<file path="src/hdl/pfs_map.svh">
`ifndef PFS_MAP_SVH
`define PFS_MAP_SVH
// ==========================================================
// register byte offsets
`define PFS_OFF_CMP_SRC 12'h000
`define PFS_OFF_PA_FUNC 12'h004
`define PFS_OFF_PBC_FUNC 12'h008
`define PFS_OFF_SEG_FUNC 12'h00C
`define PFS_OFF_PA_DATA 12'h010
`define PFS_OFF_PB_DATA 12'h014
`define PFS_OFF_PC_DATA 12'h018
`define PFS_OFF_PA_DIR 12'h01C
`define PFS_OFF_PB_DIR 12'h020
`define PFS_OFF_PC_DIR 12'h024
`define PFS_OFF_PA_WAKE 12'h028
`define PFS_OFF_BITOP 12'h02C
`define PFS_OFF_STATUS 12'h030
// ==========================================================
// reset values
`define PFS_RST_SEL 8'h00
`define PFS_RST_PORT 8'hFF
`define PFS_RST_WAKE 8'h00
// ==========================================================
// field positions
`define PFS_CMP_SRC_MSB 2
`define PFS_PA6_LSB 6
`define PFS_PA5_BIT 5
`define PFS_PA4_LSB 3
`define PFS_PA3_BIT 2
`define PFS_PA1_LSB 0
`define PFS_PC1_BIT 5
`define PFS_PB_CMP_LSB 1
`define PFS_PA7_BIT 0
`define PFS_PC_WIDTH 6
// bit-op register: [2:0] bit, [5:4] port, [6] port vs direction, [7] set
`define PFS_BITOP_SET 7
`define PFS_BITOP_DIR 6
`endif

</file>
<file path="src/hdl/pfs_pkg.sv">
package pfs_pkg;
  // ==========================================================
  // pad function codes
  typedef enum logic [1:0] {
    PFS_FN_GPIO = 2'h0,
    PFS_FN_PERIPH = 2'h1,
    PFS_FN_CMP = 2'h2,
    PFS_FN_CMP_ALT = 2'h3
  } pfs_fn_type;
  typedef enum logic [1:0] {
    PFS_ST_IDLE = 2'h0,
    PFS_ST_READ = 2'h1,
    PFS_ST_WRITE = 2'h2
  } pfs_bitop_state_type;
endpackage

</file>
<file path="src/hdl/pfs_rmw_if.sv">
`timescale 1ns/10ps
interface pfs_rmw_if;
  logic start;
  logic set_bit;
  logic [2:0] bit_sel;
  logic [7:0] read_data;
  logic [7:0] write_data;
  logic write_strobe;
  logic busy;
  modport master (output start, output set_bit, output bit_sel, output read_data,
    input write_data, input write_strobe, input busy);
  modport engine (input start, input set_bit, input bit_sel, input read_data,
    output write_data, output write_strobe, output busy);
endinterface

</file>
<file path="src/hdl/pfs_top.sv">
// Functional notes
// 3-bit code routes comparator input to pad
// PA6 function: gpio, timer0 out, comparator
// PA5 bit: gpio or current-sense input
// PA4 function: gpio, standard timer, comparator
// PA3 bit: gpio or comparator input
// PA1 function: gpio, compact timer, comparator
// PC1 bit: gpio or timer1 output
// PB3..PB0 bits select comparator input
// PA7 bit: gpio or reference input
// PB7..PB4 bits select segment lines
// selection registers reset zero, unused read zero
// software selects pad before enabling peripheral
// reset sets data latches and directions high
// new output drives latch reset one
// bit set/clear reads, modifies, writes byte
// falling port A edge wakes halted device
// wake only for gpio pin while halted
// direction one input, zero push-pull output
// output pin reads latch, not pad
// alternate function takes pad from latch
//
// Decided for this implementation: the register offsets and the APB interface to the registers.
`timescale 1ns/10ps
`include "pfs_map.svh"
module pfs_top #(
  parameter int PC_WIDTH = `PFS_PC_WIDTH
) (
  input wire logic clk_i,
  input wire logic rst_i,
  input wire logic ce_i,
  input wire logic psel_i,
  input wire logic penable_i,
  input wire logic pwrite_i,
  input wire logic [11:0] paddr_i,
  input wire logic [31:0] pwdata_i,
  output logic [31:0] prdata_o,
  output logic pready_o,
  output logic pslverr_o,
  input wire logic halted_i,
  output logic wake_o,
  input wire logic [7:0] pa_pad_i,
  input wire logic [7:0] pb_pad_i,
  input wire logic [PC_WIDTH-1:0] pc_pad_i,
  output logic [7:0] pa_pad_o,
  output logic [7:0] pa_pad_oe_o,
  output logic [7:0] pb_pad_o,
  output logic [7:0] pb_pad_oe_o,
  output logic [PC_WIDTH-1:0] pc_pad_o,
  output logic [PC_WIDTH-1:0] pc_pad_oe_o,
  input wire logic periodic_timer0_out_i,
  input wire logic periodic_timer1_out_i,
  input wire logic standard_timer_out_i,
  input wire logic compact_timer_out_i,
  input wire logic [3:0] segment_common_lines_i,
  output logic protection_comparator_input_o,
  output logic protection_current_sense_input_o,
  output logic reference_voltage_input_o,
  output logic standard_timer_pin_o,
  output logic standard_timer_clock_in_o,
  output logic compact_timer_clock_in_o,
  output logic periodic_timer0_clock_in_o,
  output logic external_irq0_o,
  output logic external_irq1_o
);
  import pfs_pkg::*;
  // ==========================================================
  // registers
  logic [2:0] comparator_source_code;
  logic [7:0] port_a_function_select;
  logic [5:0] port_bc_function_select;
  logic [3:0] segment_line_function_select;
  logic [7:0] pa_latch, pb_latch, pa_dir, pb_dir, port_a_wake_enable;
  logic [PC_WIDTH-1:0] pc_latch, pc_dir;
  logic [7:0] pa_sync1, pa_sync2, pb_sync1, pb_sync2, pa_prev;
  logic [PC_WIDTH-1:0] pc_sync1, pc_sync2;
  logic [7:0] bitop_reg;
  logic [7:0] pa_gpio, pb_gpio;
  logic [7:0] next_pa_out, next_pa_oe, next_pb_out, next_pb_oe;
  logic [PC_WIDTH-1:0] next_pc_out, next_pc_oe;
  logic next_cmp;
  logic [7:0] next_wake;
  logic wr_en;
  pfs_fn_type pa6_function_code, pa4_function_code, pa1_function_code;
  pfs_rmw_if rmw ();

  assign pa6_function_code = pfs_fn_type'(port_a_function_select[`PFS_PA6_LSB +: 2]);
  assign pa4_function_code = pfs_fn_type'(port_a_function_select[`PFS_PA4_LSB +: 2]);
  assign pa1_function_code = pfs_fn_type'(port_a_function_select[`PFS_PA1_LSB +: 2]);
  // one-cycle access phase; the slave answers at the first access edge
  assign wr_en = psel_i && penable_i && pwrite_i && ce_i;

  // port read: an output pin returns its latch, an input the synced pad
  function automatic logic [7:0] port_view(input logic [7:0] dir, input logic [7:0] lat,
                                           input logic [7:0] pad);
    port_view = (dir & pad) | (~dir & lat);
  endfunction

  // ==========================================================
  // pad synchronisers, pads come from outside the clock domain
  always_ff @(posedge clk_i) begin
    if (rst_i) begin
      pa_sync1 <= 8'hFF;
      pa_sync2 <= 8'hFF;
      pb_sync1 <= 8'hFF;
      pb_sync2 <= 8'hFF;
      pc_sync1 <= '1;
      pc_sync2 <= '1;
      pa_prev <= 8'hFF;
    end else if (ce_i) begin
      pa_sync1 <= pa_pad_i;
      pa_sync2 <= pa_sync1;
      pb_sync1 <= pb_pad_i;
      pb_sync2 <= pb_sync1;
      pc_sync1 <= pc_pad_i;
      pc_sync2 <= pc_sync1;
      pa_prev <= pa_sync2;
    end
  end

  // ==========================================================
  // selection registers
  always_ff @(posedge clk_i) begin
    if (rst_i) begin
      comparator_source_code <= 3'h0;
      port_a_function_select <= `PFS_RST_SEL;
      port_bc_function_select <= 6'h00;
      segment_line_function_select <= 4'h0;
      port_a_wake_enable <= `PFS_RST_WAKE;
      bitop_reg <= 8'h00;
    end else if (wr_en) begin
      unique case (paddr_i)
        `PFS_OFF_CMP_SRC: comparator_source_code <= pwdata_i[2:0];
        `PFS_OFF_PA_FUNC: port_a_function_select <= pwdata_i[7:0];
        `PFS_OFF_PBC_FUNC: port_bc_function_select <= pwdata_i[5:0];
        `PFS_OFF_SEG_FUNC: segment_line_function_select <= pwdata_i[3:0];
        `PFS_OFF_PA_WAKE: port_a_wake_enable <= pwdata_i[7:0];
        `PFS_OFF_BITOP: bitop_reg <= pwdata_i[7:0];
        default: begin
        end
      endcase
    end
  end

  // ==========================================================
  // bit-op engine hookup; a request while busy starts nothing but still overwrites bitop_reg
  assign rmw.start = wr_en && (paddr_i == `PFS_OFF_BITOP) && !rmw.busy;
  assign rmw.set_bit = bitop_reg[`PFS_BITOP_SET];
  assign rmw.bit_sel = bitop_reg[2:0];
  always_comb begin
    unique case ({bitop_reg[`PFS_BITOP_DIR], bitop_reg[5:4]})
      3'h0: rmw.read_data = port_view(pa_dir, pa_latch, pa_sync2);
      3'h1: rmw.read_data = port_view(pb_dir, pb_latch, pb_sync2);
      3'h2: rmw.read_data = 8'(port_view(8'(pc_dir), 8'(pc_latch), 8'(pc_sync2)));
      3'h4: rmw.read_data = pa_dir;
      3'h5: rmw.read_data = pb_dir;
      3'h6: rmw.read_data = 8'(pc_dir);
      default: rmw.read_data = 8'h00;
    endcase
  end
  pfs_rmw u_rmw (
    .clk_i(clk_i),
    .rst_i(rst_i),
    .ce_i(ce_i),
    .rmw(rmw)
  );

  // ==========================================================
  // data latches and direction registers
  always_ff @(posedge clk_i) begin
    if (rst_i) begin
      pa_latch <= `PFS_RST_PORT;
      pb_latch <= `PFS_RST_PORT;
      pc_latch <= '1;
      pa_dir <= `PFS_RST_PORT;
      pb_dir <= `PFS_RST_PORT;
      pc_dir <= '1;
    end else if (ce_i) begin
      if (wr_en) begin
        unique case (paddr_i)
          `PFS_OFF_PA_DATA: pa_latch <= pwdata_i[7:0];
          `PFS_OFF_PB_DATA: pb_latch <= pwdata_i[7:0];
          `PFS_OFF_PC_DATA: pc_latch <= pwdata_i[PC_WIDTH-1:0];
          `PFS_OFF_PA_DIR: pa_dir <= pwdata_i[7:0];
          `PFS_OFF_PB_DIR: pb_dir <= pwdata_i[7:0];
          `PFS_OFF_PC_DIR: pc_dir <= pwdata_i[PC_WIDTH-1:0];
          default: begin
          end
        endcase
      end
      if (rmw.write_strobe) begin
        unique case ({bitop_reg[`PFS_BITOP_DIR], bitop_reg[5:4]})
          3'h0: pa_latch <= rmw.write_data;
          3'h1: pb_latch <= rmw.write_data;
          3'h2: pc_latch <= rmw.write_data[PC_WIDTH-1:0];
          3'h4: pa_dir <= rmw.write_data;
          3'h5: pb_dir <= rmw.write_data;
          3'h6: pc_dir <= rmw.write_data[PC_WIDTH-1:0];
          default: begin
          end
        endcase
      end
    end
  end

  // ==========================================================
  // pad drive: gpio from latch, alternate from peripheral
  always_comb begin
    next_pa_out = pa_latch;
    next_pa_oe = ~pa_dir;
    next_pb_out = pb_latch;
    next_pb_oe = ~pb_dir;
    next_pc_out = pc_latch;
    next_pc_oe = ~pc_dir;
    pa_gpio = 8'hFF;
    pb_gpio = 8'hFF;
    // pa6
    unique case (pa6_function_code)
      PFS_FN_GPIO: begin
      end
      PFS_FN_PERIPH: begin
        next_pa_out[6] = periodic_timer0_out_i;
        next_pa_oe[6] = 1'b1;
        pa_gpio[6] = 1'b0;
      end
      PFS_FN_CMP, PFS_FN_CMP_ALT: begin
        next_pa_oe[6] = 1'b0;
        pa_gpio[6] = 1'b0;
      end
    endcase
    // pa4: standard timer pin is two-way, direction follows the port bit
    unique case (pa4_function_code)
      PFS_FN_GPIO: begin
      end
      PFS_FN_PERIPH: begin
        next_pa_out[4] = standard_timer_out_i;
        pa_gpio[4] = 1'b0;
      end
      PFS_FN_CMP, PFS_FN_CMP_ALT: begin
        next_pa_oe[4] = 1'b0;
        pa_gpio[4] = 1'b0;
      end
    endcase
    unique case (pa1_function_code)
      PFS_FN_GPIO: begin
      end
      PFS_FN_PERIPH: begin
        next_pa_out[1] = compact_timer_out_i;
        next_pa_oe[1] = 1'b1;
        pa_gpio[1] = 1'b0;
      end
      PFS_FN_CMP, PFS_FN_CMP_ALT: begin
        next_pa_oe[1] = 1'b0;
        pa_gpio[1] = 1'b0;
      end
    endcase
    if (port_a_function_select[`PFS_PA5_BIT]) begin
      next_pa_oe[5] = 1'b0;
      pa_gpio[5] = 1'b0;
    end
    if (port_a_function_select[`PFS_PA3_BIT]) begin
      next_pa_oe[3] = 1'b0;
      pa_gpio[3] = 1'b0;
    end
    if (port_bc_function_select[`PFS_PA7_BIT]) begin
      next_pa_oe[7] = 1'b0;
      pa_gpio[7] = 1'b0;
    end
    if (port_bc_function_select[`PFS_PC1_BIT]) begin
      next_pc_out[1] = periodic_timer1_out_i;
      next_pc_oe[1] = 1'b1;
    end
    for (int i = 0; i < 4; i++) begin
      if (port_bc_function_select[`PFS_PB_CMP_LSB + i]) begin
        next_pb_oe[i] = 1'b0;
        pb_gpio[i] = 1'b0;
      end
      if (segment_line_function_select[i]) begin
        next_pb_out[4 + i] = segment_common_lines_i[i];
        next_pb_oe[4 + i] = 1'b1;
        pb_gpio[4 + i] = 1'b0;
      end
    end
  end

  // comparator routing and wake detect
  always_comb begin
    unique case (comparator_source_code)
      3'h0: next_cmp = pb_sync2[0] & ~pb_gpio[0];
      3'h1: next_cmp = pb_sync2[1] & ~pb_gpio[1];
      3'h2: next_cmp = pb_sync2[2] & ~pb_gpio[2];
      3'h3: next_cmp = pb_sync2[3] & ~pb_gpio[3];
      3'h4: next_cmp = pa_sync2[6] & pa6_function_code[1];
      3'h5: next_cmp = pa_sync2[3] & port_a_function_select[`PFS_PA3_BIT];
      3'h6: next_cmp = pa_sync2[1] & pa1_function_code[1];
      3'h7: next_cmp = pa_sync2[4] & pa4_function_code[1];
    endcase
    next_wake = pa_prev & ~pa_sync2 & port_a_wake_enable & pa_gpio;
  end

  // ==========================================================
  // registered outputs
  always_ff @(posedge clk_i) begin
    if (rst_i) begin
      pa_pad_o <= 8'hFF;
      pa_pad_oe_o <= 8'h00;
      pb_pad_o <= 8'hFF;
      pb_pad_oe_o <= 8'h00;
      pc_pad_o <= '1;
      pc_pad_oe_o <= '0;
      protection_comparator_input_o <= 1'b0;
      protection_current_sense_input_o <= 1'b0;
      reference_voltage_input_o <= 1'b0;
      standard_timer_pin_o <= 1'b0;
      standard_timer_clock_in_o <= 1'b0;
      compact_timer_clock_in_o <= 1'b0;
      periodic_timer0_clock_in_o <= 1'b0;
      external_irq0_o <= 1'b0;
      external_irq1_o <= 1'b0;
      wake_o <= 1'b0;
    end else if (ce_i) begin
      pa_pad_o <= next_pa_out;
      pa_pad_oe_o <= next_pa_oe;
      pb_pad_o <= next_pb_out;
      pb_pad_oe_o <= next_pb_oe;
      pc_pad_o <= next_pc_out;
      pc_pad_oe_o <= next_pc_oe;
      protection_comparator_input_o <= next_cmp;
      protection_current_sense_input_o <= pa_sync2[5] & port_a_function_select[5];
      reference_voltage_input_o <= pa_sync2[7] & port_bc_function_select[0];
      standard_timer_pin_o <= pa_sync2[4] & (pa4_function_code == PFS_FN_PERIPH);
      standard_timer_clock_in_o <= pa_sync2[5] & pa_gpio[5];
      external_irq1_o <= pa_sync2[5] & pa_gpio[5];
      compact_timer_clock_in_o <= pa_sync2[3] & pa_gpio[3];
      external_irq0_o <= pa_sync2[3] & pa_gpio[3];
      periodic_timer0_clock_in_o <= pa_sync2[7] & pa_gpio[7];
      wake_o <= halted_i && (next_wake != 8'h00);
    end
  end

  // ==========================================================
  // apb read data and answer
  always_ff @(posedge clk_i) begin
    if (rst_i) begin
      prdata_o <= 32'h0000_0000;
      pready_o <= 1'b0;
      pslverr_o <= 1'b0;
    end else if (ce_i) begin
      pready_o <= psel_i && !penable_i; // ready in the first access cycle
      pslverr_o <= 1'b0;
      if (psel_i && !penable_i && !pwrite_i) begin
        unique case (paddr_i)
          `PFS_OFF_CMP_SRC: prdata_o <= {29'h0, comparator_source_code};
          `PFS_OFF_PA_FUNC: prdata_o <= {24'h0, port_a_function_select};
          `PFS_OFF_PBC_FUNC: prdata_o <= {26'h0, port_bc_function_select};
          `PFS_OFF_SEG_FUNC: prdata_o <= {28'h0, segment_line_function_select};
          `PFS_OFF_PA_DATA: prdata_o <= {24'h0, port_view(pa_dir, pa_latch, pa_sync2)};
          `PFS_OFF_PB_DATA: prdata_o <= {24'h0, port_view(pb_dir, pb_latch, pb_sync2)};
          `PFS_OFF_PC_DATA: prdata_o <= 32'(port_view(8'(pc_dir), 8'(pc_latch), 8'(pc_sync2)));
          `PFS_OFF_PA_DIR: prdata_o <= {24'h0, pa_dir};
          `PFS_OFF_PB_DIR: prdata_o <= {24'h0, pb_dir};
          `PFS_OFF_PC_DIR: prdata_o <= 32'(pc_dir);
          `PFS_OFF_PA_WAKE: prdata_o <= {24'h0, port_a_wake_enable};
          `PFS_OFF_BITOP: prdata_o <= {24'h0, bitop_reg};
          `PFS_OFF_STATUS: prdata_o <= {31'h0, rmw.busy};
          default: prdata_o <= 32'h0000_0000;
        endcase
      end
    end
  end
endmodule // pfs_top

</file>
<file path="src/hdl/pfs_rmw.sv">
`timescale 1ns/10ps
module pfs_rmw (
  input wire logic clk_i,
  input wire logic rst_i,
  input wire logic ce_i,
  pfs_rmw_if.engine rmw
);
  import pfs_pkg::*;
  pfs_bitop_state_type state;
  logic [7:0] held;
  // ==========================================================
  // read the whole byte, change one bit, write the byte back
  always_ff @(posedge clk_i) begin
    if (rst_i) begin
      state <= PFS_ST_IDLE;
      held <= 8'h00;
      rmw.write_strobe <= 1'b0;
      rmw.write_data <= 8'h00;
    end else if (ce_i) begin
      rmw.write_strobe <= 1'b0;
      unique case (state)
        PFS_ST_IDLE: begin
          if (rmw.start) begin
            state <= PFS_ST_READ;
          end
        end
        PFS_ST_READ: begin
          held <= rmw.read_data;
          state <= PFS_ST_WRITE;
        end
        PFS_ST_WRITE: begin
          rmw.write_data <= held;
          rmw.write_data[rmw.bit_sel] <= rmw.set_bit;
          rmw.write_strobe <= 1'b1;
          state <= PFS_ST_IDLE;
        end
        default: begin
          state <= PFS_ST_IDLE;
        end
      endcase
    end
  end
  assign rmw.busy = (state != PFS_ST_IDLE);
endmodule // pfs_rmw

</file>
<file path="config.mk">
export PLATFORM = sky130hd
export DESIGN_NAME = pfs_top
export DESIGN_NICKNAME = d
export VERILOG_FILES = /design/src/hdl/pfs_pkg.sv /design/src/hdl/pfs_rmw_if.sv /design/src/hdl/pfs_top.sv /design/src/hdl/pfs_rmw.sv
export VERILOG_INCLUDE_DIRS = /design/src /design/src/hdl
export SDC_FILE = /design/constraint.sdc
export NUM_CORES = 1
export LEC_CHECK = 0
export BUFFER_PORTS_ARGS = -buffer_cell sky130_fd_sc_hd__buf_2
export CORE_AREA = 2 2 147 149
export DETAILED_ROUTE_END_ITERATION = 8
export DIE_AREA = 0 0 149 151
export PLACE_DENSITY = 0.85
export SYNTH_ARGS = -nofsm -noshare
export SYNTH_HDL_FRONTEND = slang
export SYNTH_SLANG_ARGS = --single-unit
export TNS_END_PERCENT = 10
</file>
<file path="constraint.sdc">
create_clock -name clk_i -period 2.1 [get_ports clk_i]
set_input_delay 0.315 -clock clk_i [delete_from_list [all_inputs] [get_ports clk_i]]
set_output_delay 0.315 -clock clk_i [all_outputs]
set_load 0.005 [all_outputs]
</file>
==> flow_summary.toml, run 1 <==
[placed_design]
place.gp.congestion = 0.997
detailed_place_hpwl_mm = 27.4
post-place-ws_ps = 65.1
portBuffers = 119

[die]
core_sq_mm = 0.0208
die_h_um = 151
die_x_um = 149
initial_core_util = 0.515
rows = 53
io_pins = 169
dieArea_sq_mm = 0.0225

[global_routing]
grt-ovfl-total = 0
grt_antenna_before_repair = 1
grtUsageTotal = 0.340
first_global_vias = 9924
grt_pass1_wl_mm = 58.7
grt_max_degree = 91

[timing]
finalHoldViolations = 0
finalCriticalPeriod_ps = 1780
slew_viol_final = 0
fin_tns_setup_ps = 0
tightestPinTransition_ps = 728
finalCritPeriodShare = 0.850
skew_ps = 15.8
setup_viol = 0
relSlewSlack = 0.515
rsz0062_at_grt = "no"
max_freq_ghz = 0.560
worst_slack_ps = 316

[route]
wl_mm = 39.0
vias = 10900
drc = 0
final_antenna_net_count = 0
dr.pass1.iters = 6
vias_per_cell = 6.33
avgRoutedWirePerCell_um = 22.6
initialDrtViolationCount = 1296

[power_and_ir_drop]
p_switching_uw = 2370
p_seq_frac = 0.461
p_int_uw = 6980
p_per_area_mw_per_mm2 = 735
clkPwrFrac = 0.448
ir_worst_vdd_mv = 0.725
combPwrFrac = 0.091
power.leakage_uw = 0.00484
power.total_uw = 9350
power.share.switching = 0.253

[clock_network]
cts_root_buf = "clkbuf_16"
clkSlewWorstSetupHoldPaths_ps = 60
cts_max_level = 1
cts_inserted_buffers = 23
clock-sinks = 213
clock_latency_ps = 540
cts_tree = "yes"
cts_setup_buffers = 0
cts_buffer_depth = 3

[outcome]
status = "finished, final reports clean"

[setup_path]
cp-start-kind = "flip-flop"
critical_path_class = "flip-flop to flip-flop"
cp.required_ps = 2510
cpMaxStageDelayCell = "dfxtp_1"
path_max_fanout = 6
cpPeakStageDelay_ps = 580
crit_chain = "nor4b_1 -> a2bb2oi_1 -> o2111ai_1 -> o311ai_1 -> a21oi_1"
crit_path_end_kind = "flip-flop"
crit_arrival_ps = 2200
r2r_setup_slack_ps = 320

[finish]
fin_nets = 1511
drive_above_1_share = 0.183
syn_to_final_growth_pct = 18.7
finalCoreUtilization = 0.611

[synthesis]
yosys.area.top_type = "dfxtp_1"
avgSynthCellArea_sq_um = 8.21
synth_edf_count = 0
yosysWarnings = 0
yosysUniqueCellTypes = 68
synthMostInstantiatedCell = "dfxtp_1"
netlist_area_sq_mm = 0.0107
netlist_instances = 1305
async_reset_ff_frac = 0
synth.area.top_cells = "dfxtp_1, a211o_1, a21oi_1"
synthFlopType = "dfxtp_1"
ys_seq_area_frac = 0.398
synthTopCellsByCount = "dfxtp_1, nand2_1, a21oi_1, clkbuf_1, nor2_1"
synth_seq_cells = 213
synth_top_area_frac = 0.398

[job]
drv_cap = 0

[hold_path]
hold_path_class = "input pin to flip-flop"
-- cell families (layout without fill, tap and decap cells) --
kind of cell,count (synthesis),in the layout,share of synthesized area
DFF,213,213,0.398
AOI/OAI and AO/OA,436,436,0.266
and+or+nand+nor,441,441,0.213
muxes,56,56,0.0544
buffers and inverters,158,275,0.0680
other,1,26,0.000350
-- path summary, 6_finish.rpt --
| path | from | to | depth (start not counted) |
|---|---|---|---|
| hold reg to reg | pc_sync1[2]$_SDFFE_PP1P_ | pc_sync2[2]$_SDFFE_PP1P_ | 1 |
| hold / removal | pa_pad_i[0] | pa_sync1[0]$_SDFFE_PP1P_ | 2 |
| setup reg to reg | pa_sync2[1]$_SDFFE_PP1P_ | wake_o$_SDFFE_PP0P_ | 5 |
| setup / recovery | pa_sync2[1]$_SDFFE_PP1P_ | wake_o$_SDFFE_PP0P_ | 5 |
-- cell type report --
| cell class | instances | area, sq um |
|---|---|---|
| tap | 275 | 344 |
| clock buffer | 31 | 656 |
| multi-input combinational | 958 | 5810 |
| inverter | 21 | 78.8 |
| fill | 1830 | 8100 |
| clock inverter | 10 | 119 |
| antenna | 1 | 2.50 |
| timing repair buffer | 213 | 1440 |
| sequential | 213 | 4270 |
-- routing by layer --
metal	GRT usage	wire length [um]
met4	0.167	2160
met1	0.462	16000
met5	0	0
met3	0.0768	4420
met2	0.510	16400
-- worst max-delay path: cells and delay by family, from the launching register on --
family	cells	cell delay [ps]
AOI/OAI and AO/OA	4	940
and+or+nand+nor	1	150
DFF	1	580
-- stage by stage --
step / std cells / instance area (sq um) / hold WS [ps]
finish: 1722 / 12700 / 1.29
global route: 1721 / 12700 / 13.1
CTS: 1720 / 12700 / 0.00139
detailed placement: 1663 / 11800 / 442
global placement: 1663 / 11800 / 437
floorplan: 1329 / 10800 / 427
-- power by group through the flow --
stage,Combinational (uW),Sequential [uW],Clock [uW]
floorplan,537,4330,0
global placement,789,4380,0
detailed placement,801,4390,0
CTS,831,4300,4190
global route,923,4310,4370
finish,853,4310,4190
-- cell usage in the layout, fill, tap and decap left out, types with 6 or more instances in the layout --
cell type	instances
a21o_1	6
mux2i_1	38
nand2_1	133
o211ai_1	7
buf_12	7
dlygate4sd3_1	17
nor2_1	80
buf_2	117
and3_1	13
o22ai_1	25
nand3b_1	8
mux2_2	17
buf_4	70
and2_1	13
o21ai_0	48
o21ai_1	51
a22oi_1	10
o31ai_1	10
inv_1	20
clkinv_2	6
a2111o_1	13
a21oi_1	128
nand3_1	30
a211oi_1	27
a211o_1	78
nand4_1	11
nor3_1	30
conb_1	25
nor2b_1	63
or3_1	29
clkbuf_16	23
dfxtp_1	212
-- timing repair --
item	in CTS	in global routing
endpoints found under the setup margin	0	1
hold buffers	16	1
endpoints found under the hold margin	16	1
resized for setup	0	1
No activity file was read; power rests on OpenSTA's default activity.
==> run 2, diff against run 1 <==
- ABC_AREA: default -> 1
- PLACE_DENSITY: 0.85 -> 0.84
- clock period: 2.1 -> 1.6 ns (I/O delays scaled with it)
==> run 2 against run 1 <==
  * The run now ends with negative setup slack left
  * Sequential share of layout area is 1.3 points lower
  * Count of clock-buffer cells in the layout is 4 lower
  * First-iteration DRC count is 4.4% lower
  * Sequential power is 33% higher
  * Combinational power is 66% higher
  * Wire length is 3.1% higher
  * Critical endpoint is now u_rmw.held[0]$_SDFFE_PP0P_
==> flow_summary.toml, run 2 <==
[timing]
finalCriticalPeriod_ps = 1680
relSlewSlack = 0.630
whs_ps = 11.6
skew_ps = 18.4
max_freq_ghz = 0.596
worst_slack_ps = -78.3
finalCritPeriodShare = 1.05
finalHoldViolations = 0
fin_tns_setup_ps = -78.3
setup_viol = 1
rsz0062_at_grt = "yes"
slew_viol_final = 0
tightestPinTransition_ps = 555

[route]
vias_per_cell = 5.74
wl_mm = 40.2
final_antenna_net_count = 0
initialDrtViolationCount = 1239
avgRoutedWirePerCell_um = 20.0
drc = 0
dr.pass1.iters = 6
vias = 11500

[power_and_ir_drop]
ir_worst_vdd_mv = 0.995
power.leakage_uw = 0.00612
p_per_area_mw_per_mm2 = 966

[placed_design]
post-place-ws_ps = -186
dpl_cell_area_sq_mm = 0.0122
portBuffers = 119
dp_cells = 1939
place.gp.congestion = 1.01
detailed_place_hpwl_mm = 29.0

[setup_path]
cpMaxStageDelayCell = "dfxtp_1"
cp.required_ps = 2000
critical_path_class = "flip-flop to flip-flop"
crit_chain = "o21ai_0 -> inv_1 -> o21ai_0 -> o31ai_1 -> buf_4 -> a21oi_1"
cp_common_cell = "o21ai_0"
path_max_fanout = 6
crit_arrival_ps = 2070
cp-start-kind = "flip-flop"
r2r_setup_slack_ps = -80
crit_path_end_kind = "flip-flop"
cpPeakStageDelay_ps = 480

[synthesis]
synth_seq_cells = 213
async_reset_ff_frac = 0
netlist_area_sq_mm = 0.0105
synth_edf_count = 0
synth.area.top_cells = "dfxtp_1, nand2_1, o21ai_0"
yosysWarnings = 0
synth_top_area_frac = 0.406
yosysUniqueCellTypes = 35
avgSynthCellArea_sq_um = 7.00
netlist_instances = 1500
ys_seq_area_frac = 0.406
yosys.area.top_type = "dfxtp_1"
synthTopCellsByCount = "nand2_1, dfxtp_1, o21ai_0, a21oi_1, nand3_1"
synthFlopType = "dfxtp_1"
synthMostInstantiatedCell = "nand2_1"

[clock_network]
cts_buffer_depth = 3
cts_root_buf = "clkbuf_16"
clock-sinks = 213
clkSlewWorstSetupHoldPaths_ps = 70
clock_latency_ps = 530
cts_inserted_buffers = 22
cts_max_level = 1
cts_setup_buffers = 0
cts_tree = "yes"

[die]
die_x_um = 149
io_pins = 169
rows = 53
core_sq_mm = 0.0208
dieArea_sq_mm = 0.0225
initial_core_util = 0.504
die_h_um = 151

[hold_path]
hold_path_class = "input pin to flip-flop"

[outcome]
status = "complete, but fails checks"
violations = "negative setup slack"

[global_routing]
grt_max_degree = 95
grt_antenna_before_repair = 1
grtUsageTotal = 0.353
grt-ovfl-total = 0
first_global_vias = 10700
grt_pass1_wl_mm = 60.6

[finish]
drive_above_1_share = 0.199
final_common_cell = "nand2_1"
final_cell_mix = "nand2_1, dfxtp_1, o21ai_0"
finalNonFillerCells = 2006
fin_nets = 1795
syn_to_final_growth_pct = 26.1
fill_cells = 1823
design_area_sq_mm = 0.0132

[job]
drv_cap = 0
## run 2: cell types whose count changed in the layout (fill, tap and decap cells not counted), sizes merged, moves of 27 or more
cell / delta
a211o: -78
a211oi: -27
buf: +52
inv: +111
mux2i: -38
nand2: +217
nand3: +109
nor2b: -63
o211ai: +67
o21ai: +84
or3: -29
## run 2: path summary, 6_finish.rpt
kind / startpoint / endpoint / cells past startpoint
worst min-delay path: compact_timer_out_i / pa_pad_o[1]$_SDFFE_PP1P_ / 3
worst max register to register: pc_dir[0]$_SDFFE_PP1P_ / u_rmw.held[0]$_SDFFE_PP0P_ / 6
worst max-delay path: pc_dir[0]$_SDFFE_PP1P_ / u_rmw.held[0]$_SDFFE_PP0P_ / 6
worst min register to register: pc_sync1[1]$_SDFFE_PP1P_ / pc_sync1[1]$_SDFFE_PP1P_ / 2
## run 2: cell families after synthesis
kind of cell           count (synthesis)  share of synthesized area
other                                  1                   0.000357
buffers and inverters                245                      0.105
and+or+nand+nor                      614                      0.263
AOI/OAI and AO/OA                    427                      0.225
DFF                                  213                      0.406
## run 2: layout make-up
class,count,area [sq um],area share
inverter,137,524,0.0396
clock inverter,13,190,0.0144
sequential,213,4260,0.322
clock buffer,27,609,0.0460
antenna,1,2.50,0.000189
multi-input combinational,1066,5230,0.395
timing repair buffer,274,2080,0.157
tap,275,344,0.0260
## run 2: repair_timing
action                                 4_1_cts  5_1_grt
setup endpoints to repair                    1       21
gates resized for setup                      0        5
pin swaps                                    1        0
hold buffers                                26        0
endpoints found under the hold margin       26        0
## run 2: power breakdown
| part | internal, uW | switching, uW | total, uW |
|---|---|---|---|
| combinational | 542 | 873 | 1420 |
| sequential | 5540 | 182 | 5730 |
| clock | 3380 | 2270 | 5650 |
## run 2: metal layers
metal	wire length, um	GRT usage
met5	0	0
met4	2070	0.153
met3	3730	0.0515
met2	18000	0.571
met1	16400	0.471
## run 2: critical path: cells and delay by family (launching register included)
| family | cells | cell delay, ps |
|---|---|---|
| buffers and inverters | 2 | 290 |
| flip-flops | 1 | 480 |
| AO/OA/AOI/OAI | 4 | 780 |
## run 2: metrics by stage
step / util / power, uW
3_3_place_gp: 0.585 / 7100
2_1_floorplan: - / 6570
4_1_cts: 0.635 / 12700
5_1_grt: 0.636 / 13200
3_5_place_dp: 0.585 / 7140
6_report: 0.636 / 12800
==> run 3, diff against run 2 <==
- ABC_AREA: 1 -> default
- PLACE_DENSITY: 0.84 -> 0.85
==> run 3 against run 2 <==
  * The flow now finishes without violations
  * Global-route usage increased by 2.6 points
  * Clock power increased by 5.3%
  * Design area grew 3.8%
  * Setup slack improved by 110 ps
  * Wire length increased by 8.4%
  * Critical path depth is the same
  * Largest cell class unchanged
==> flow_summary.toml, run 3 (synthesized netlist as in run 1, its figures left out) <==
[clock_network]
cts_max_level = 1
cts_root_buf = "clkbuf_16"
clock_latency_ps = 540
cts_inserted_buffers = 23
clkSlewWorstSetupHoldPaths_ps = 60
cts_tree = "yes"
clock-sinks = 213
cts_buffer_depth = 3

[route]
wl_mm = 43.6
vias = 11500
met3_length_mm = 4.73
avgRoutedWirePerCell_um = 23.9
final_antenna_net_count = 0
drc = 0
dr.max_layer_used = "met5"
initialDrtViolationCount = 1404
wl_met2_mm = 18.9
dr.pass1.iters = 7
drt-met1-wl_mm = 17.4
vias_per_cell = 6.30

[die]
die_h_um = 151
dieArea_sq_mm = 0.0225
io_pins = 169
rows = 53
initial_core_util = 0.515
die_x_um = 149
core_sq_mm = 0.0208

[finish]
antenna_cells = 0
fin_nets = 1613
final_cell_mix = "dfxtp_1, buf_4, nand2_1"
fill_cells = 1697
syn_to_final_growth_pct = 28.3
drive_above_1_share = 0.247
final_common_cell = "dfxtp_1"

[power_and_ir_drop]
clkPwrFrac = 0.460
p_seq_frac = 0.436
combPwrFrac = 0.104
power.leakage_uw = 0.00542
power.total_uw = 12900
ir_worst_vdd_mv = 1.05
power.share.switching = 0.252
p_switching_uw = 3260
p_per_area_mw_per_mm2 = 941
p_int_uw = 9670

[timing]
finalCritPeriodShare = 0.982
max_freq_ghz = 0.636
finalHoldViolations = 0
rsz0062_at_grt = "yes"
tightestPinTransition_ps = 592
relSlewSlack = 0.605
setup_viol = 0
whs_ps = 12.5
slew_viol_final = 0
skew_ps = 18.9
finalCriticalPeriod_ps = 1570

[placed_design]
detailed_place_hpwl_mm = 31.8
place.gp.congestion = 1.02
portBuffers = 119

[global_routing]
grt-ovfl-total = 0
grtUsageTotal = 0.378
first_global_vias = 10500
grt_pass1_wl_mm = 64.0
grt_max_degree = 64
grt_antenna_before_repair = 1

[setup_path]
r2r-start = "bitop_reg[6]$_SDFFE_PP0P_"
r2r_setup_slack_ps = 30
cp-start-kind = "flip-flop"
reg2regPathDepth = 6
path_max_fanout = 7
critical_path_class = "flip-flop to flip-flop"
crit_arrival_ps = 2020
crit_path_end_kind = "flip-flop"
rr_endpoint = "u_rmw.held[1]$_SDFFE_PP0P_"
cp.required_ps = 2050

[hold_path]
hold_path_class = "input pin to flip-flop"
whs_path_depth = 3
hold_end = "wake_o$_SDFFE_PP0P_"
holdCritStartpoint = "halted_i"

[job]
drv_cap = 0

[outcome]
status = "finished, final reports clean"
==> run 3: how the worst max path moves through the flow <==
| stage | to | start | cells past startpoint | slack [ps] |
|---|---|---|---|---|
| 3_3_place_gp | pc_latch[5]$_SDFFE_PP1P_ | paddr_i[8] | 8 | -260 |
| 3_5_place_dp | pb_dir[1]$_SDFFE_PP1P_ | paddr_i[6] | 6 | -240 |
| 2_1_floorplan | pc_dir[5]$_SDFFE_PP1P_ | paddr_i[4] | 6 | -150 |
| 5_1_grt | pb_latch[0]$_SDFFE_PP1P_ | bitop_reg[6]$_SDFFE_PP0P_ | 6 | -40 |
| 6_report | u_rmw.held[1]$_SDFFE_PP0P_ | bitop_reg[6]$_SDFFE_PP0P_ | 6 | 30 |
| 4_1_cts | pb_dir[0]$_SDFFE_PP1P_ | bitop_reg[4]$_SDFFE_PP0P_ | 5 | 5 |
==> run 3: final cells by class <==
type                    instances  area, sq um  share of cell area
multi-input cells             958         5890               0.428
flip-flops and latches        213         4270               0.311
repair buffers                315         2320               0.169
clock buffers                  27          621              0.0452
well taps                     275          344              0.0250
clock inverters                14          219              0.0159
inverters                      21         78.8             0.00574
==> run 3: metrics by stage <==
step	setup TNS [ps]	instances	util	setup WS, ps	area (sq um)
floorplan	-5000	1329	-	-152	10800
global placement	-12900	1758	0.606	-258	12600
detailed placement	-13890	1758	0.606	-244	12600
CTS	0	1821	0.657	4.68	13700
global route	-222	1823	0.660	-39.2	13700
finish	0	1823	0.660	28.1	13700
==> run 3: repair_timing <==
item / in CTS / in global routing
buffers inserted: 0 / 3
endpoints found under the setup margin: 1 / 40
pin swaps: 3 / 3
gates resized for setup: 1 / 29
hold endpoints to repair: 22 / 0
hold buffers: 22 / 0
==> run 3: per-layer routing <==
metal / track usage / vias up
met5: 0 / -
met2: 0.594 / 751
met1: 0.502 / 5411
li1: - / 5153
met3: 0.0762 / 168
met4: 0.176 / 4
==> run 3: worst max-delay path: stages (launching register included) <==
cell and delay [ps]:
dfxtp_4 380, buf_2 180, buf_4 150, o31ai_1 190, a21oi_1 130, o22a_1 260
a211oi_1 190
==> run 3: power groups by stage <==
stage,sequential (uW),clock (uW),combinational (uW)
2_1_floorplan,5680,0,710
3_3_place_gp,5740,0,1230
3_5_place_dp,5740,0,1250
4_1_cts,5630,5950,1300
5_1_grt,5640,6150,1430
6_report,5640,5950,1350
